File: config.mk
export PLATFORM = sky130hd
export DESIGN_NAME = bptab_core
export DESIGN_NICKNAME = d
export VERILOG_FILES = /design/src/rtl/bptab_pkg.sv /design/src/rtl/bptab_core.sv
export SDC_FILE = /design/constraint.sdc
export NUM_CORES = 1
export LEC_CHECK = 0
export BUFFER_PORTS_ARGS = -buffer_cell sky130_fd_sc_hd__buf_2
export CORE_MARGIN = 2
export CORE_UTILIZATION = 58
export DETAILED_ROUTE_END_ITERATION = 8
export PLACE_DENSITY = 0.81
export RECOVER_POWER = 50
export SYNTH_ARGS = -nofsm -noshare
export SYNTH_HDL_FRONTEND = slang
export SYNTH_SLANG_ARGS = --single-unit
File: constraint.sdc
create_clock -name ref_clk_in -period 5.5 [get_ports ref_clk_in]
set_input_delay 1.1 -clock ref_clk_in [delete_from_list [all_inputs] [get_ports ref_clk_in]]
set_output_delay 1.1 -clock ref_clk_in [all_outputs]
set_load 0.005 [all_outputs]
File: src/rtl/bptab_pkg.sv
// Package for the bit processor and table access execution unit
package bptab_pkg;
  // Operation codes presented by the decoder front end
  typedef enum logic [4:0] {
    BPT_NOP,
    BPT_XRD_IND,   // external_data_move read, 8-bit pointer
    BPT_XWR_IND,   // external_data_move write, 8-bit pointer
    BPT_XRD_DP,    // external_data_move read, data_pointer_16
    BPT_XWR_DP,    // external_data_move write, data_pointer_16
    BPT_CRD_DP,    // code_constant_read at A + data_pointer_16
    BPT_CRD_PC,    // code_constant_read at A + PC
    BPT_MOV_C_BIT,
    BPT_MOV_BIT_C,
    BPT_CLR_C,
    BPT_SET_C,
    BPT_CPL_C,
    BPT_CLR_BIT,
    BPT_SET_BIT,
    BPT_CPL_BIT,
    BPT_AND_C,
    BPT_ANDN_C,
    BPT_OR_C,
    BPT_ORN_C,
    BPT_JC,
    BPT_JNC,
    BPT_JB,
    BPT_JNB,
    BPT_JBC
  } bptab_op_t;

  typedef struct packed {
    bptab_op_t  op;
    logic       ptr_sel;   // 0 selects R0, 1 selects R1
    logic [7:0] bit_addr;
    logic [7:0] rel;
  } bptab_cmd_t;

  localparam logic [7:0]  BPTAB_SFR_BASE    = 8'h80;
  localparam logic [2:0]  BPTAB_CY_POS      = 3'h7;
  localparam logic [7:0]  BPTAB_ACC_RST     = 8'h00;
  localparam logic [7:0]  BPTAB_PSW_RST     = 8'h00;
  localparam logic [15:0] BPTAB_DATA_POINTER_16_RST    = 16'h0000;
  localparam logic [15:0] BPTAB_PC_RST      = 16'h0000;
  localparam logic [7:0]  BPTAB_RAM_BITBASE = 8'h20;
  // Bit address of carry: PROGRAM_STATUS_WORD at D0h, bit 7
  localparam logic [7:0]  BPTAB_CY_BITADDR  = 8'hD7;
  localparam logic [4:0]  BPTAB_PSW_SFR     = 5'h1A;
  localparam logic [4:0]  BPTAB_ACC_SFR     = 5'h1C;
  localparam logic [4:0]  BPTAB_P1_SFR      = 5'h12;
  localparam int          BPTAB_XFER_CYC    = 2;
endpackage

File: src/rtl/bptab_core.sv
// Execution unit for external data moves, code table reads and single-bit operations
// Function
// - External data reached only indirectly: R0/R1 8-bit pointer or 16-bit data pointer
// - Accumulator is sole source or destination of every external data transfer
// - 8-bit pointer transfer supports read into and write from accumulator
// - 16-bit pointer transfer supports read into and write from accumulator
// - Data-pointer table read loads program byte at pointer plus unsigned accumulator
// - PC table read adds accumulator to PC already pointing at next instruction
// - Table reads only read program memory, never write it
// - 128 addressable bits in RAM page plus up to 128 register-space bits
// - Bit addresses 00h-7Fh map to RAM, 80h-FFh to register-space bits
// - Single-bit operands always come from a direct bit address in the instruction
// - Every port line is individually bit addressable as its own port
// - Moving carry to a port bit drives that line to the carry value
// - Carry is the bit accumulator, with own encodings and its own bit address
// - All status word bits including parity are directly bit addressable
// - Move, set, clear, complement, and AND/OR of bit or inverse into carry
// - No exclusive-OR between carry and bit is provided
// - Bit-test jumps branch when condition holds, else fall through
// - Test-and-clear jump branches on one and clears the bit in one operation
// - Relative offset is signed and added to PC only when jump taken
// - Jump span is -128 to +127 from the byte after the instruction
// - External transfers take two machine cycles, no fetch in the second
`timescale 1ns/100ps
module bptab_core #(
  parameter int PORT_W = 8
) (
  input  wire logic                 ref_clk_in,
  input  wire logic                 resetn_in,
  input  wire logic                 cmd_valid_in,
  input  wire bptab_pkg::bptab_cmd_t cmd_in,
  input  wire logic [15:0]          next_pc_in,
  input  wire logic [7:0]           ptr_r0_in,
  input  wire logic [7:0]           ptr_r1_in,
  input  wire logic [15:0]          data_pointer_16_in,
  input  wire logic [7:0]           xdata_rdata_in,
  input  wire logic [7:0]           code_rdata_in,
  input  wire logic [PORT_W-1:0]    port_pin_in,
  output logic                      cmd_ready_out,
  output logic                      done_out,
  output logic [15:0]               pc_out,
  output logic                      jump_taken_out,
  output logic [7:0]                acc_out,
  output logic [7:0]                program_status_word_out,
  output logic [15:0]               xdata_addr_out,
  output logic [7:0]                xdata_wdata_out,
  output logic                      xdata_rd_out,
  output logic                      xdata_wr_out,
  output logic [15:0]               code_addr_out,
  output logic                      code_rd_out,
  output logic                      fetch_en_out,
  output logic [PORT_W-1:0]         port_out
);
  typedef enum logic [1:0] {BPT_IDLE, BPT_XFER2, BPT_CODE2} bptab_state_t;

  bptab_state_t      state_r;
  bptab_pkg::bptab_cmd_t cmd_r;
  logic [7:0]        acc_r;
  logic [7:0]        psw_r;
  logic [127:0]      ram_bits_r;
  logic [PORT_W-1:0] port_r;
  logic [15:0]       pc_r;
  logic              done_r;
  logic              jump_r;
  logic [15:0]       xaddr_r;
  logic [7:0]        xwdata_r;
  logic              xrd_r;
  logic              xwr_r;
  logic [15:0]       caddr_r;
  logic              crd_r;
  logic              fetch_r;
  logic              ready_r;

  logic              take;
  logic [7:0]        ba;
  logic              bit_val;
  logic              cy;
  logic              bit_wr;
  logic              bit_new;
  logic              cy_wr;
  logic              cy_new;
  logic              jmp;
  logic [15:0]       rel_target;
  logic [7:0]        psw_par;

  assign take = cmd_valid_in && (state_r == BPT_IDLE);
  assign ba   = cmd_in.bit_addr;
  assign cy   = psw_r[bptab_pkg::BPTAB_CY_POS];

  // Bit read from direct address; RAM below 80h, register bits above
  always_comb begin
    bit_val = 1'b0;
    if (ba < bptab_pkg::BPTAB_SFR_BASE) begin
      bit_val = ram_bits_r[ba[6:0]];
    end else if (ba[7:3] == bptab_pkg::BPTAB_PSW_SFR) begin
      bit_val = psw_r[ba[2:0]];
    end else if (ba[7:3] == bptab_pkg::BPTAB_ACC_SFR) begin
      bit_val = acc_r[ba[2:0]];
    end else if (ba[7:3] == bptab_pkg::BPTAB_P1_SFR && ba[2:0] < PORT_W) begin
      bit_val = port_pin_in[ba[2:0]];
    end
  end

  // Bit operation decode; no exclusive-OR form exists in the op set
  always_comb begin
    bit_wr = 1'b0;
    bit_new = 1'b0;
    cy_wr = 1'b0;
    cy_new = cy;
    jmp = 1'b0;
    case (cmd_in.op)
      bptab_pkg::BPT_MOV_C_BIT: begin
        cy_wr = 1'b1;
        cy_new = bit_val;
      end
      bptab_pkg::BPT_MOV_BIT_C: begin
        bit_wr = 1'b1;
        bit_new = cy;
      end
      bptab_pkg::BPT_CLR_C: begin
        cy_wr = 1'b1;
        cy_new = 1'b0;
      end
      bptab_pkg::BPT_SET_C: begin
        cy_wr = 1'b1;
        cy_new = 1'b1;
      end
      bptab_pkg::BPT_CPL_C: begin
        cy_wr = 1'b1;
        cy_new = ~cy;
      end
      bptab_pkg::BPT_CLR_BIT: begin
        bit_wr = 1'b1;
        bit_new = 1'b0;
      end
      bptab_pkg::BPT_SET_BIT: begin
        bit_wr = 1'b1;
        bit_new = 1'b1;
      end
      bptab_pkg::BPT_CPL_BIT: begin
        bit_wr = 1'b1;
        bit_new = ~bit_val;
      end
      bptab_pkg::BPT_AND_C: begin
        cy_wr = 1'b1;
        cy_new = cy & bit_val;
      end
      bptab_pkg::BPT_ANDN_C: begin
        cy_wr = 1'b1;
        cy_new = cy & ~bit_val;
      end
      bptab_pkg::BPT_OR_C: begin
        cy_wr = 1'b1;
        cy_new = cy | bit_val;
      end
      bptab_pkg::BPT_ORN_C: begin
        cy_wr = 1'b1;
        cy_new = cy | ~bit_val;
      end
      bptab_pkg::BPT_JC:  jmp = cy;
      bptab_pkg::BPT_JNC: jmp = ~cy;
      bptab_pkg::BPT_JB:  jmp = bit_val;
      bptab_pkg::BPT_JNB: jmp = ~bit_val;
      bptab_pkg::BPT_JBC: begin
        jmp = bit_val;
        bit_wr = bit_val;
        bit_new = 1'b0;
      end
      default: begin
        jmp = 1'b0;
      end
    endcase
  end

  // Signed offset from the byte after the jump gives -128..+127 reach
  assign rel_target = next_pc_in + {{8{cmd_in.rel[7]}}, cmd_in.rel};

  always_ff @(posedge ref_clk_in or negedge resetn_in) begin
    if (!resetn_in) begin
      state_r <= BPT_IDLE;
      cmd_r <= '0;
    end else begin
      case (state_r)
        BPT_IDLE: begin
          if (take) begin
            cmd_r <= cmd_in;
            case (cmd_in.op)
              bptab_pkg::BPT_XRD_IND, bptab_pkg::BPT_XWR_IND,
              bptab_pkg::BPT_XRD_DP, bptab_pkg::BPT_XWR_DP: state_r <= BPT_XFER2;
              bptab_pkg::BPT_CRD_DP, bptab_pkg::BPT_CRD_PC: state_r <= BPT_CODE2;
              default: state_r <= BPT_IDLE;
            endcase
          end
        end
        BPT_XFER2: state_r <= BPT_IDLE;
        BPT_CODE2: state_r <= BPT_IDLE;
        default:   state_r <= BPT_IDLE;
      endcase
    end
  end

  // Registered ready; drops for the slot after a two-cycle op is taken
  always_ff @(posedge ref_clk_in or negedge resetn_in) begin
    if (!resetn_in) begin
      ready_r <= 1'b1;
    end else if (take) begin
      ready_r <= !(cmd_in.op inside {bptab_pkg::BPT_XRD_IND, bptab_pkg::BPT_XWR_IND,
                  bptab_pkg::BPT_XRD_DP, bptab_pkg::BPT_XWR_DP,
                  bptab_pkg::BPT_CRD_DP, bptab_pkg::BPT_CRD_PC});
    end else begin
      ready_r <= 1'b1;
    end
  end

  // External data strobes; address only ever from R0/R1 or the data pointer
  always_ff @(posedge ref_clk_in or negedge resetn_in) begin
    if (!resetn_in) begin
      xaddr_r <= 16'h0000;
      xwdata_r <= 8'h00;
      xrd_r <= 1'b0;
      xwr_r <= 1'b0;
      fetch_r <= 1'b1;
    end else begin
      xrd_r <= 1'b0;
      xwr_r <= 1'b0;
      fetch_r <= 1'b1;
      if (take) begin
        case (cmd_in.op)
          bptab_pkg::BPT_XRD_IND, bptab_pkg::BPT_XWR_IND: begin
            xaddr_r <= {8'h00, cmd_in.ptr_sel ? ptr_r1_in : ptr_r0_in};
            xrd_r <= (cmd_in.op == bptab_pkg::BPT_XRD_IND);
            xwr_r <= (cmd_in.op == bptab_pkg::BPT_XWR_IND);
            xwdata_r <= acc_r;
            fetch_r <= 1'b0;
          end
          bptab_pkg::BPT_XRD_DP, bptab_pkg::BPT_XWR_DP: begin
            xaddr_r <= data_pointer_16_in;
            xrd_r <= (cmd_in.op == bptab_pkg::BPT_XRD_DP);
            xwr_r <= (cmd_in.op == bptab_pkg::BPT_XWR_DP);
            xwdata_r <= acc_r;
            fetch_r <= 1'b0;
          end
          default: begin
            fetch_r <= 1'b1;
          end
        endcase
      end
    end
  end

  // Code port is read-only: no write strobe exists on it
  always_ff @(posedge ref_clk_in or negedge resetn_in) begin
    if (!resetn_in) begin
      caddr_r <= 16'h0000;
      crd_r <= 1'b0;
    end else begin
      crd_r <= 1'b0;
      if (take && cmd_in.op == bptab_pkg::BPT_CRD_DP) begin
        caddr_r <= data_pointer_16_in + {8'h00, acc_r};
        crd_r <= 1'b1;
      end else if (take && cmd_in.op == bptab_pkg::BPT_CRD_PC) begin
        caddr_r <= next_pc_in + {8'h00, acc_r};
        crd_r <= 1'b1;
      end
    end
  end

  // Accumulator: loaded by external reads and table reads, single bits by bit writes to ACC
  always_ff @(posedge ref_clk_in or negedge resetn_in) begin
    if (!resetn_in) begin
      acc_r <= bptab_pkg::BPTAB_ACC_RST;
    end else if (state_r == BPT_XFER2 && (cmd_r.op == bptab_pkg::BPT_XRD_IND ||
                                           cmd_r.op == bptab_pkg::BPT_XRD_DP)) begin
      acc_r <= xdata_rdata_in;
    end else if (state_r == BPT_CODE2) begin
      acc_r <= code_rdata_in;
    end else if (take && bit_wr && ba[7:3] == bptab_pkg::BPTAB_ACC_SFR) begin
      acc_r[ba[2:0]] <= bit_new;
    end
  end

  // Status word; parity follows the accumulator
  assign psw_par = {psw_r[7:1], ^acc_r};
  always_ff @(posedge ref_clk_in or negedge resetn_in) begin
    if (!resetn_in) begin
      psw_r <= bptab_pkg::BPTAB_PSW_RST;
    end else if (take && bit_wr && ba[7:3] == bptab_pkg::BPTAB_PSW_SFR) begin
      psw_r <= psw_par;
      psw_r[ba[2:0]] <= bit_new;
    end else if (take && cy_wr) begin
      psw_r <= psw_par;
      psw_r[bptab_pkg::BPTAB_CY_POS] <= cy_new;
    end else begin
      psw_r <= psw_par;
    end
  end

  // Per-bit RAM flags and port latches
  genvar gi;
  generate
    for (gi = 0; gi < 128; gi++) begin : g_ram
      always_ff @(posedge ref_clk_in or negedge resetn_in) begin
        if (!resetn_in) begin
          ram_bits_r[gi] <= 1'b0;
        end else if (take && bit_wr && ba == 8'(gi)) begin
          ram_bits_r[gi] <= bit_new;
        end
      end
    end
    for (gi = 0; gi < PORT_W; gi++) begin : g_port
      always_ff @(posedge ref_clk_in or negedge resetn_in) begin
        if (!resetn_in) begin
          port_r[gi] <= 1'b1;
        end else if (take && bit_wr && ba == {bptab_pkg::BPTAB_P1_SFR, 3'(gi)}) begin
          port_r[gi] <= bit_new;
        end
      end
    end
  endgenerate

  // Program counter and completion
  always_ff @(posedge ref_clk_in or negedge resetn_in) begin
    if (!resetn_in) begin
      pc_r <= bptab_pkg::BPTAB_PC_RST;
      done_r <= 1'b0;
      jump_r <= 1'b0;
    end else begin
      done_r <= 1'b0;
      jump_r <= 1'b0;
      if (take && state_r == BPT_IDLE) begin
        done_r <= !(cmd_in.op inside {bptab_pkg::BPT_XRD_IND, bptab_pkg::BPT_XWR_IND,
                    bptab_pkg::BPT_XRD_DP, bptab_pkg::BPT_XWR_DP,
                    bptab_pkg::BPT_CRD_DP, bptab_pkg::BPT_CRD_PC});
        jump_r <= jmp;
        pc_r <= jmp ? rel_target : next_pc_in;
      end else if (state_r != BPT_IDLE) begin
        done_r <= 1'b1;
      end
    end
  end

  assign cmd_ready_out           = ready_r;
  assign done_out                = done_r;
  assign pc_out                  = pc_r;
  assign jump_taken_out          = jump_r;
  assign acc_out                 = acc_r;
  assign program_status_word_out = psw_r;
  assign xdata_addr_out          = xaddr_r;
  assign xdata_wdata_out         = xwdata_r;
  assign xdata_rd_out            = xrd_r;
  assign xdata_wr_out            = xwr_r;
  assign code_addr_out           = caddr_r;
  assign code_rd_out             = crd_r;
  assign fetch_en_out            = fetch_r;
  assign port_out                = port_r;
endmodule

## After elaboration in Yosys (flattened, before gate mapping)

Index checks and enable logic that the tools add are counted.

| cells by class | value |
|---|---|
| $add $sub $neg | 3 |
| $lt $le $gt $ge | 4 |
| equality and inequality tests | 166 |
| mux-type cells | 46 |
| bitwise operators | 6 |
| reductions and logical operators | 169 |

Operator list:

| kind | count |
|---|---|
| == test 8 x 7 -> 1 bit, second input constant | 64 |
| == test 8 x 6 -> 1 bit, second input constant | 32 |
| logical AND 1 bit | 146 |
| == test 8 x 5 -> 1 bit, second input constant | 16 |
| == test 8 x 4 -> 1 bit, second input constant | 8 |
| == test 8 bit, second input constant | 8 |
| == test 5 bit, second input constant | 11 |
| 2-to-1 mux 16 bit | 3 |
| 2-to-1 mux 8 bit | 6 |
| == test 5 x 4 -> 1 bit, second input constant | 8 |
| adder 16 x 8 -> 16 bit | 2 |
| == test 8 x 3 -> 1 bit, second input constant | 4 |
| case mux 16 bit (2 select lines) | 1 |
| == test 5 x 3 -> 1 bit, second input constant | 4 |
| 2-to-1 mux 1 bit | 20 |
| adder 16 bit | 1 |
| bitwise mux 8 bit | 2 |
| == test 8 x 2 -> 1 bit, second input constant | 2 |
| == test 5 x 2 -> 1 bit, second input constant | 3 |
| == test 5 x 1 -> 1 bit, second input constant | 2 |
| binary-select mux 1 bit (select 3 bit) | 3 |
| nonzero test 9 bit | 1 |
| == test 8 x 1 -> 1 bit, second input constant | 1 |
| zero test 8 bit | 1 |
| 29 further kinds | 45 |

| word-level totals | value |
|---|---|
| register bits after elaboration | 222 |
| input bits | 97 |
| output and inout port bits | 87 |
| word-level logic and storage cells | 547 |

## Longest topological paths before layout

| depth | value |
|---|---|
| word-level depth | 12 |
| gate-level depth with buffers | 20 |
| depth with buffers taken out | 17 |

## Worst setup path before layout

Ideal clock, no wire load.

| timing | value |
|---|---|
| path type | input -> register |
| start point | input cmd_in[21] in the netlist's numbering |
| end point | register caddr_r[14] (netlist: code_addr_out[14]) |
| setup time | 126 ps |
| data arrival time | 5211 ps |
| required time | 5374 ps |
| slack | 163 ps |
| cell stages on the path | 20 |
| buffers on the path | 4 |
| path through | clkbuf_1 nand2b_1 or4_1 clkbuf_1 clkbuf_1 clkbuf_1 mux2_2 ha_1 inv_1 fa_1 nor2b_1 o21ai_0 a21boi_0 o21ai_0 a21boi_0 o21ai_0 a2111oi_0 xnor2_1 nor2_1 a221o_1 |

| on the way | value |
|---|---|
| longest elaborated chain between the ends | 3 |
| elaborated cells between the ends (all ways) | 6 |
| classes of those cells | 2 x eq/ne; 1 x mux; 3 x reduce/logical |

RTL lines:

| element | line | text |
|---|---|---|
| start, declared | bptab_core.sv:31 | `input wire bptab_pkg::bptab_cmd_t cmd_in,` |
| == test 5 x 3 -> 1 bit, on equally long branches | bptab_core.sv:258, bptab_core.sv:261 |  |
| logical AND 1 bit, on equally long branches | bptab_core.sv:258, bptab_core.sv:261 |  |
| 2-to-1 mux 16 bit / nonzero test 2 bit (equally long branches) | - |  |
| end signal, assigned | bptab_core.sv:259 | `caddr_r <= data_pointer_16_in + {8'h00, acc_r};` |
| end signal, assigned | bptab_core.sv:262 | `caddr_r <= next_pc_in + {8'h00, acc_r};` |
| end, declared | bptab_core.sv:69 | `logic [15:0] caddr_r;` |

Several ways; a longest one is shown, not always the timed one.
A chain may end at the register's enable or synchronous reset.

## Final worst setup path

| timing | value |
|---|---|
| start point | input cmd_in[18] in the netlist's numbering |
| end point | register caddr_r[14] (netlist: code_addr_out[14]) |

Same word-level chain as after synthesis.

==> metrics <==
Area after DPL=about 14000 um^2; final period utilization=0.8752; CTS Root Cell=clkbuf_16; synthesized area=12940 um^2; Die ar.=23510 um^2; dpl hpwl=24710 um; Synth async-reset ratio=1.000; fin nets=1511; Post-synth EDFFs=0; Pwr Total=4.385 mW; Worst setup EP type=flop; final hold vios=0; R2R depth=17; Fill cells=1680; CP arrival=~5.2 ns; status=complete, but fails checks; CP startpoint kind=input pin; antenna violations before repair=5; CTS resizes=0; Routed Antenna Nets=0; setup violators final=0; Yosys cell types=70; CTS Hold Bufs=0; Area Growth Syn to Fin=13.39%; RSZ-0062 raised after global routing=false; placer congestion estimate=slightly above 0.9; Final TNS setup=0 ns; Static Leak=roughly 6.9 nW; top-count cell post-synth=dfrtp_1; die width=153.3 um; clock latency at the later pin of the worst-skew pair=roughly 0.53 ns; FF+latch count, synth=221; core area=21890 um^2; total track usage=0.3088; worst r2r src=state_r[0]; pin count of the biggest net entering global routing=about 130; Pre-antenna DRT Iters=5; first-pass GRT wire length=about 59000 um; GRT overflow=0; total number of vias=~11000; Routed wire per std cell=21.65 um; Synth top cells by count=dfrtp_1 (211), nand2_1 (117), mux2_2 (115), nand3_1 (88), nor2_1 (81); CP Data Required Time=5.90 ns; top-area cell type share of the netlist area=0.4082; row cnt=54; Mapped Nets=1383; share of cells above drive strength 1=0.2703; Max IR drop VDD=0.2371 mV; post-synthesis sequential area ratio=0.4285; CTS buffer count=25; Ys Warns=0; Avg Synthesized Cell Area=just over 10 um^2; htree depth=1; setup bufs post-CTS=0; Slew @ Worst Pin=around 2.8 ns; relative slew slack=-0.8702; post-synth top area cell=dfrtp_1; fin crit period=4.813 ns; CTS max path bufs=3; hold crit path type=reg -> reg; crit path max fanout=16; PortBufs=183; capturing point of the worst reg2reg path=code_addr_out[14]; CTS tree=yes; ranking of synthesized cells by area=dfrtp_1 (41%), mux2_2 (10%), mux2i_1 (4.9%); Util after Layout=0.6700; Syn Inst Count=1261; vias in the first global route=10790; reg2reg setup slack=0.94 ns; DRT Wirelength=36630 um; Max Freq=slightly above 200 MHz; Synth Flop Type=dfrtp_1; Worst Skew=0.01645 ns; via density per instance=between 6 and 7; Hold Crit Start=pc_out[1]; Max Cap Viol=3; Hold Crit Depth=2; failing checks=max-capacitance violations, max-slew violations; Power Density=298.9 nW/um^2; Final Cell Area=14670 um^2; Die Y=153.3 um; clock slew at reported path FFs=~0.06 ns; crit path kind=in -> reg; Iter 0 DRT Violations=964; Initial Utilization=0.5909; Final Slew Violations=189; Sink Count=221; # IOs=184; DRC Markers=0; hold worst-path end=pc_out[1]
[layer usage]
layer	part of all wire	GRT usage	up-vias
met3	0.078	0.05160	113
met2	0.47	0.4945	526
met4	0.039	0.1114	2
met1	0.41	0.4286	5430
met5	0.00035	0	-
li1	-	-	4866
[flip-flops by register name (all words and copies together) (netlist names), 8 cells and up]
register	cells
program_status_word_out	8
xdata_wdata_out	8
code_addr_out	16
ram_bits_r	128
pc_out	16
port_out	8
acc_out	8
xdata_addr_out	16
[worst max path at each step]
stage                     from                end  slack [ns]
floorplan           cmd_in[21]  code_addr_out[14]        0.16
global placement    cmd_in[18]  code_addr_out[14]        0.41
detailed placement  cmd_in[17]  code_addr_out[14]        0.33
CTS                 cmd_in[18]  code_addr_out[14]        0.88
global route        cmd_in[18]  code_addr_out[14]        0.27
finish              cmd_in[18]  code_addr_out[14]        0.69
[through the flow]
step	setup slack, ns	hold slack, ns	cells
6_report	0.6867	0.4619	1692
5_1_grt	0.2695	0.4905	1690
4_1_cts	0.8796	0.4641	1686
3_5_place_dp	0.3339	0.4510	1642
3_3_place_gp	0.4076	0.4475	1642
2_1_floorplan	0.1632	0.4420	1261
[report_power, final]
part	switching [mW]	internal (mW)
clock network	0.667	0.908
registers	0.126	1.76
logic	0.530	0.391
total	1.32	3.06
[kinds of logic after synthesis]
| group | share of synthesized area |
|---|---|
| XOR/XNOR | 0.02234 |
| buffers and inverters | 0.04739 |
| AND/OR/NAND/NOR | 0.1612 |
| adder cells (fa/ha/maj) | 0.02534 |
| AO/OA/AOI/OAI | 0.08976 |
| multiplexers | 0.2255 |
| flip-flops | 0.4285 |
[placed cells by master (no fill, tap or decap), types with 6 or more instances in the layout]
cell / synthesis / final
mux2_1: 40 / 40
dfrtp_1: 211 / 211
inv_1: 28 / 28
clkbuf_16: 0 / 25
o211ai_1: 8 / 8
a21oi_1: 34 / 34
buf_4: 7 / 15
ha_1: 23 / 23
o21ai_1: 10 / 10
nor3_1: 19 / 18
a22o_1: 9 / 9
nand4_1: 66 / 66
diode_2: 0 / 6
nand2b_1: 10 / 10
a31oi_1: 6 / 6
nand3_1: 88 / 88
mux2i_1: 63 / 63
o21ai_0: 46 / 46
dfstp_2: 10 / 10
nor2b_1: 13 / 13
nand2_1: 117 / 117
nor2_1: 81 / 81
clkbuf_1: 63 / 29
o22ai_1: 8 / 8
buf_2: 19 / 166
xor2_1: 9 / 9
a22oi_1: 12 / 12
mux2_2: 115 / 115
mux4_2: 24 / 24
xnor2_1: 24 / 24
[area by class of cell]
| class | count | area [um^2] | share of cell area |
|---|---|---|---|
| diodes | 6 | 15.01 | 0.001024 |
| clock buffers | 40 | 732.0 | 0.04990 |
| clock inverters | 4 | 30.03 | 0.002047 |
| inverters | 29 | 108.9 | 0.007421 |
| multi-input cells | 906 | 6799 | 0.4635 |
| flip-flops and latches | 221 | 5543 | 0.3779 |
| well taps | 280 | 350.3 | 0.02388 |
| repair buffers | 206 | 1090 | 0.07430 |
[worst max-delay path, stage by stage]
cell and delay [ns]:
clkbuf_1 0.28, nand2b_1 0.31, or4_1 0.58, mux2_2 0.28, ha_1 0.15, inv_1 0.06
fa_1 0.42, nor2b_1 0.11, o21ai_0 0.10, a21boi_0 0.26, o21ai_0 0.14, a21boi_0 0.25
o21ai_0 0.16, a2111oi_0 0.52, xnor2_1 0.18, nor2_1 0.05, a221o_1 0.26
Note: power is estimated with default switching activity, not from simulation.
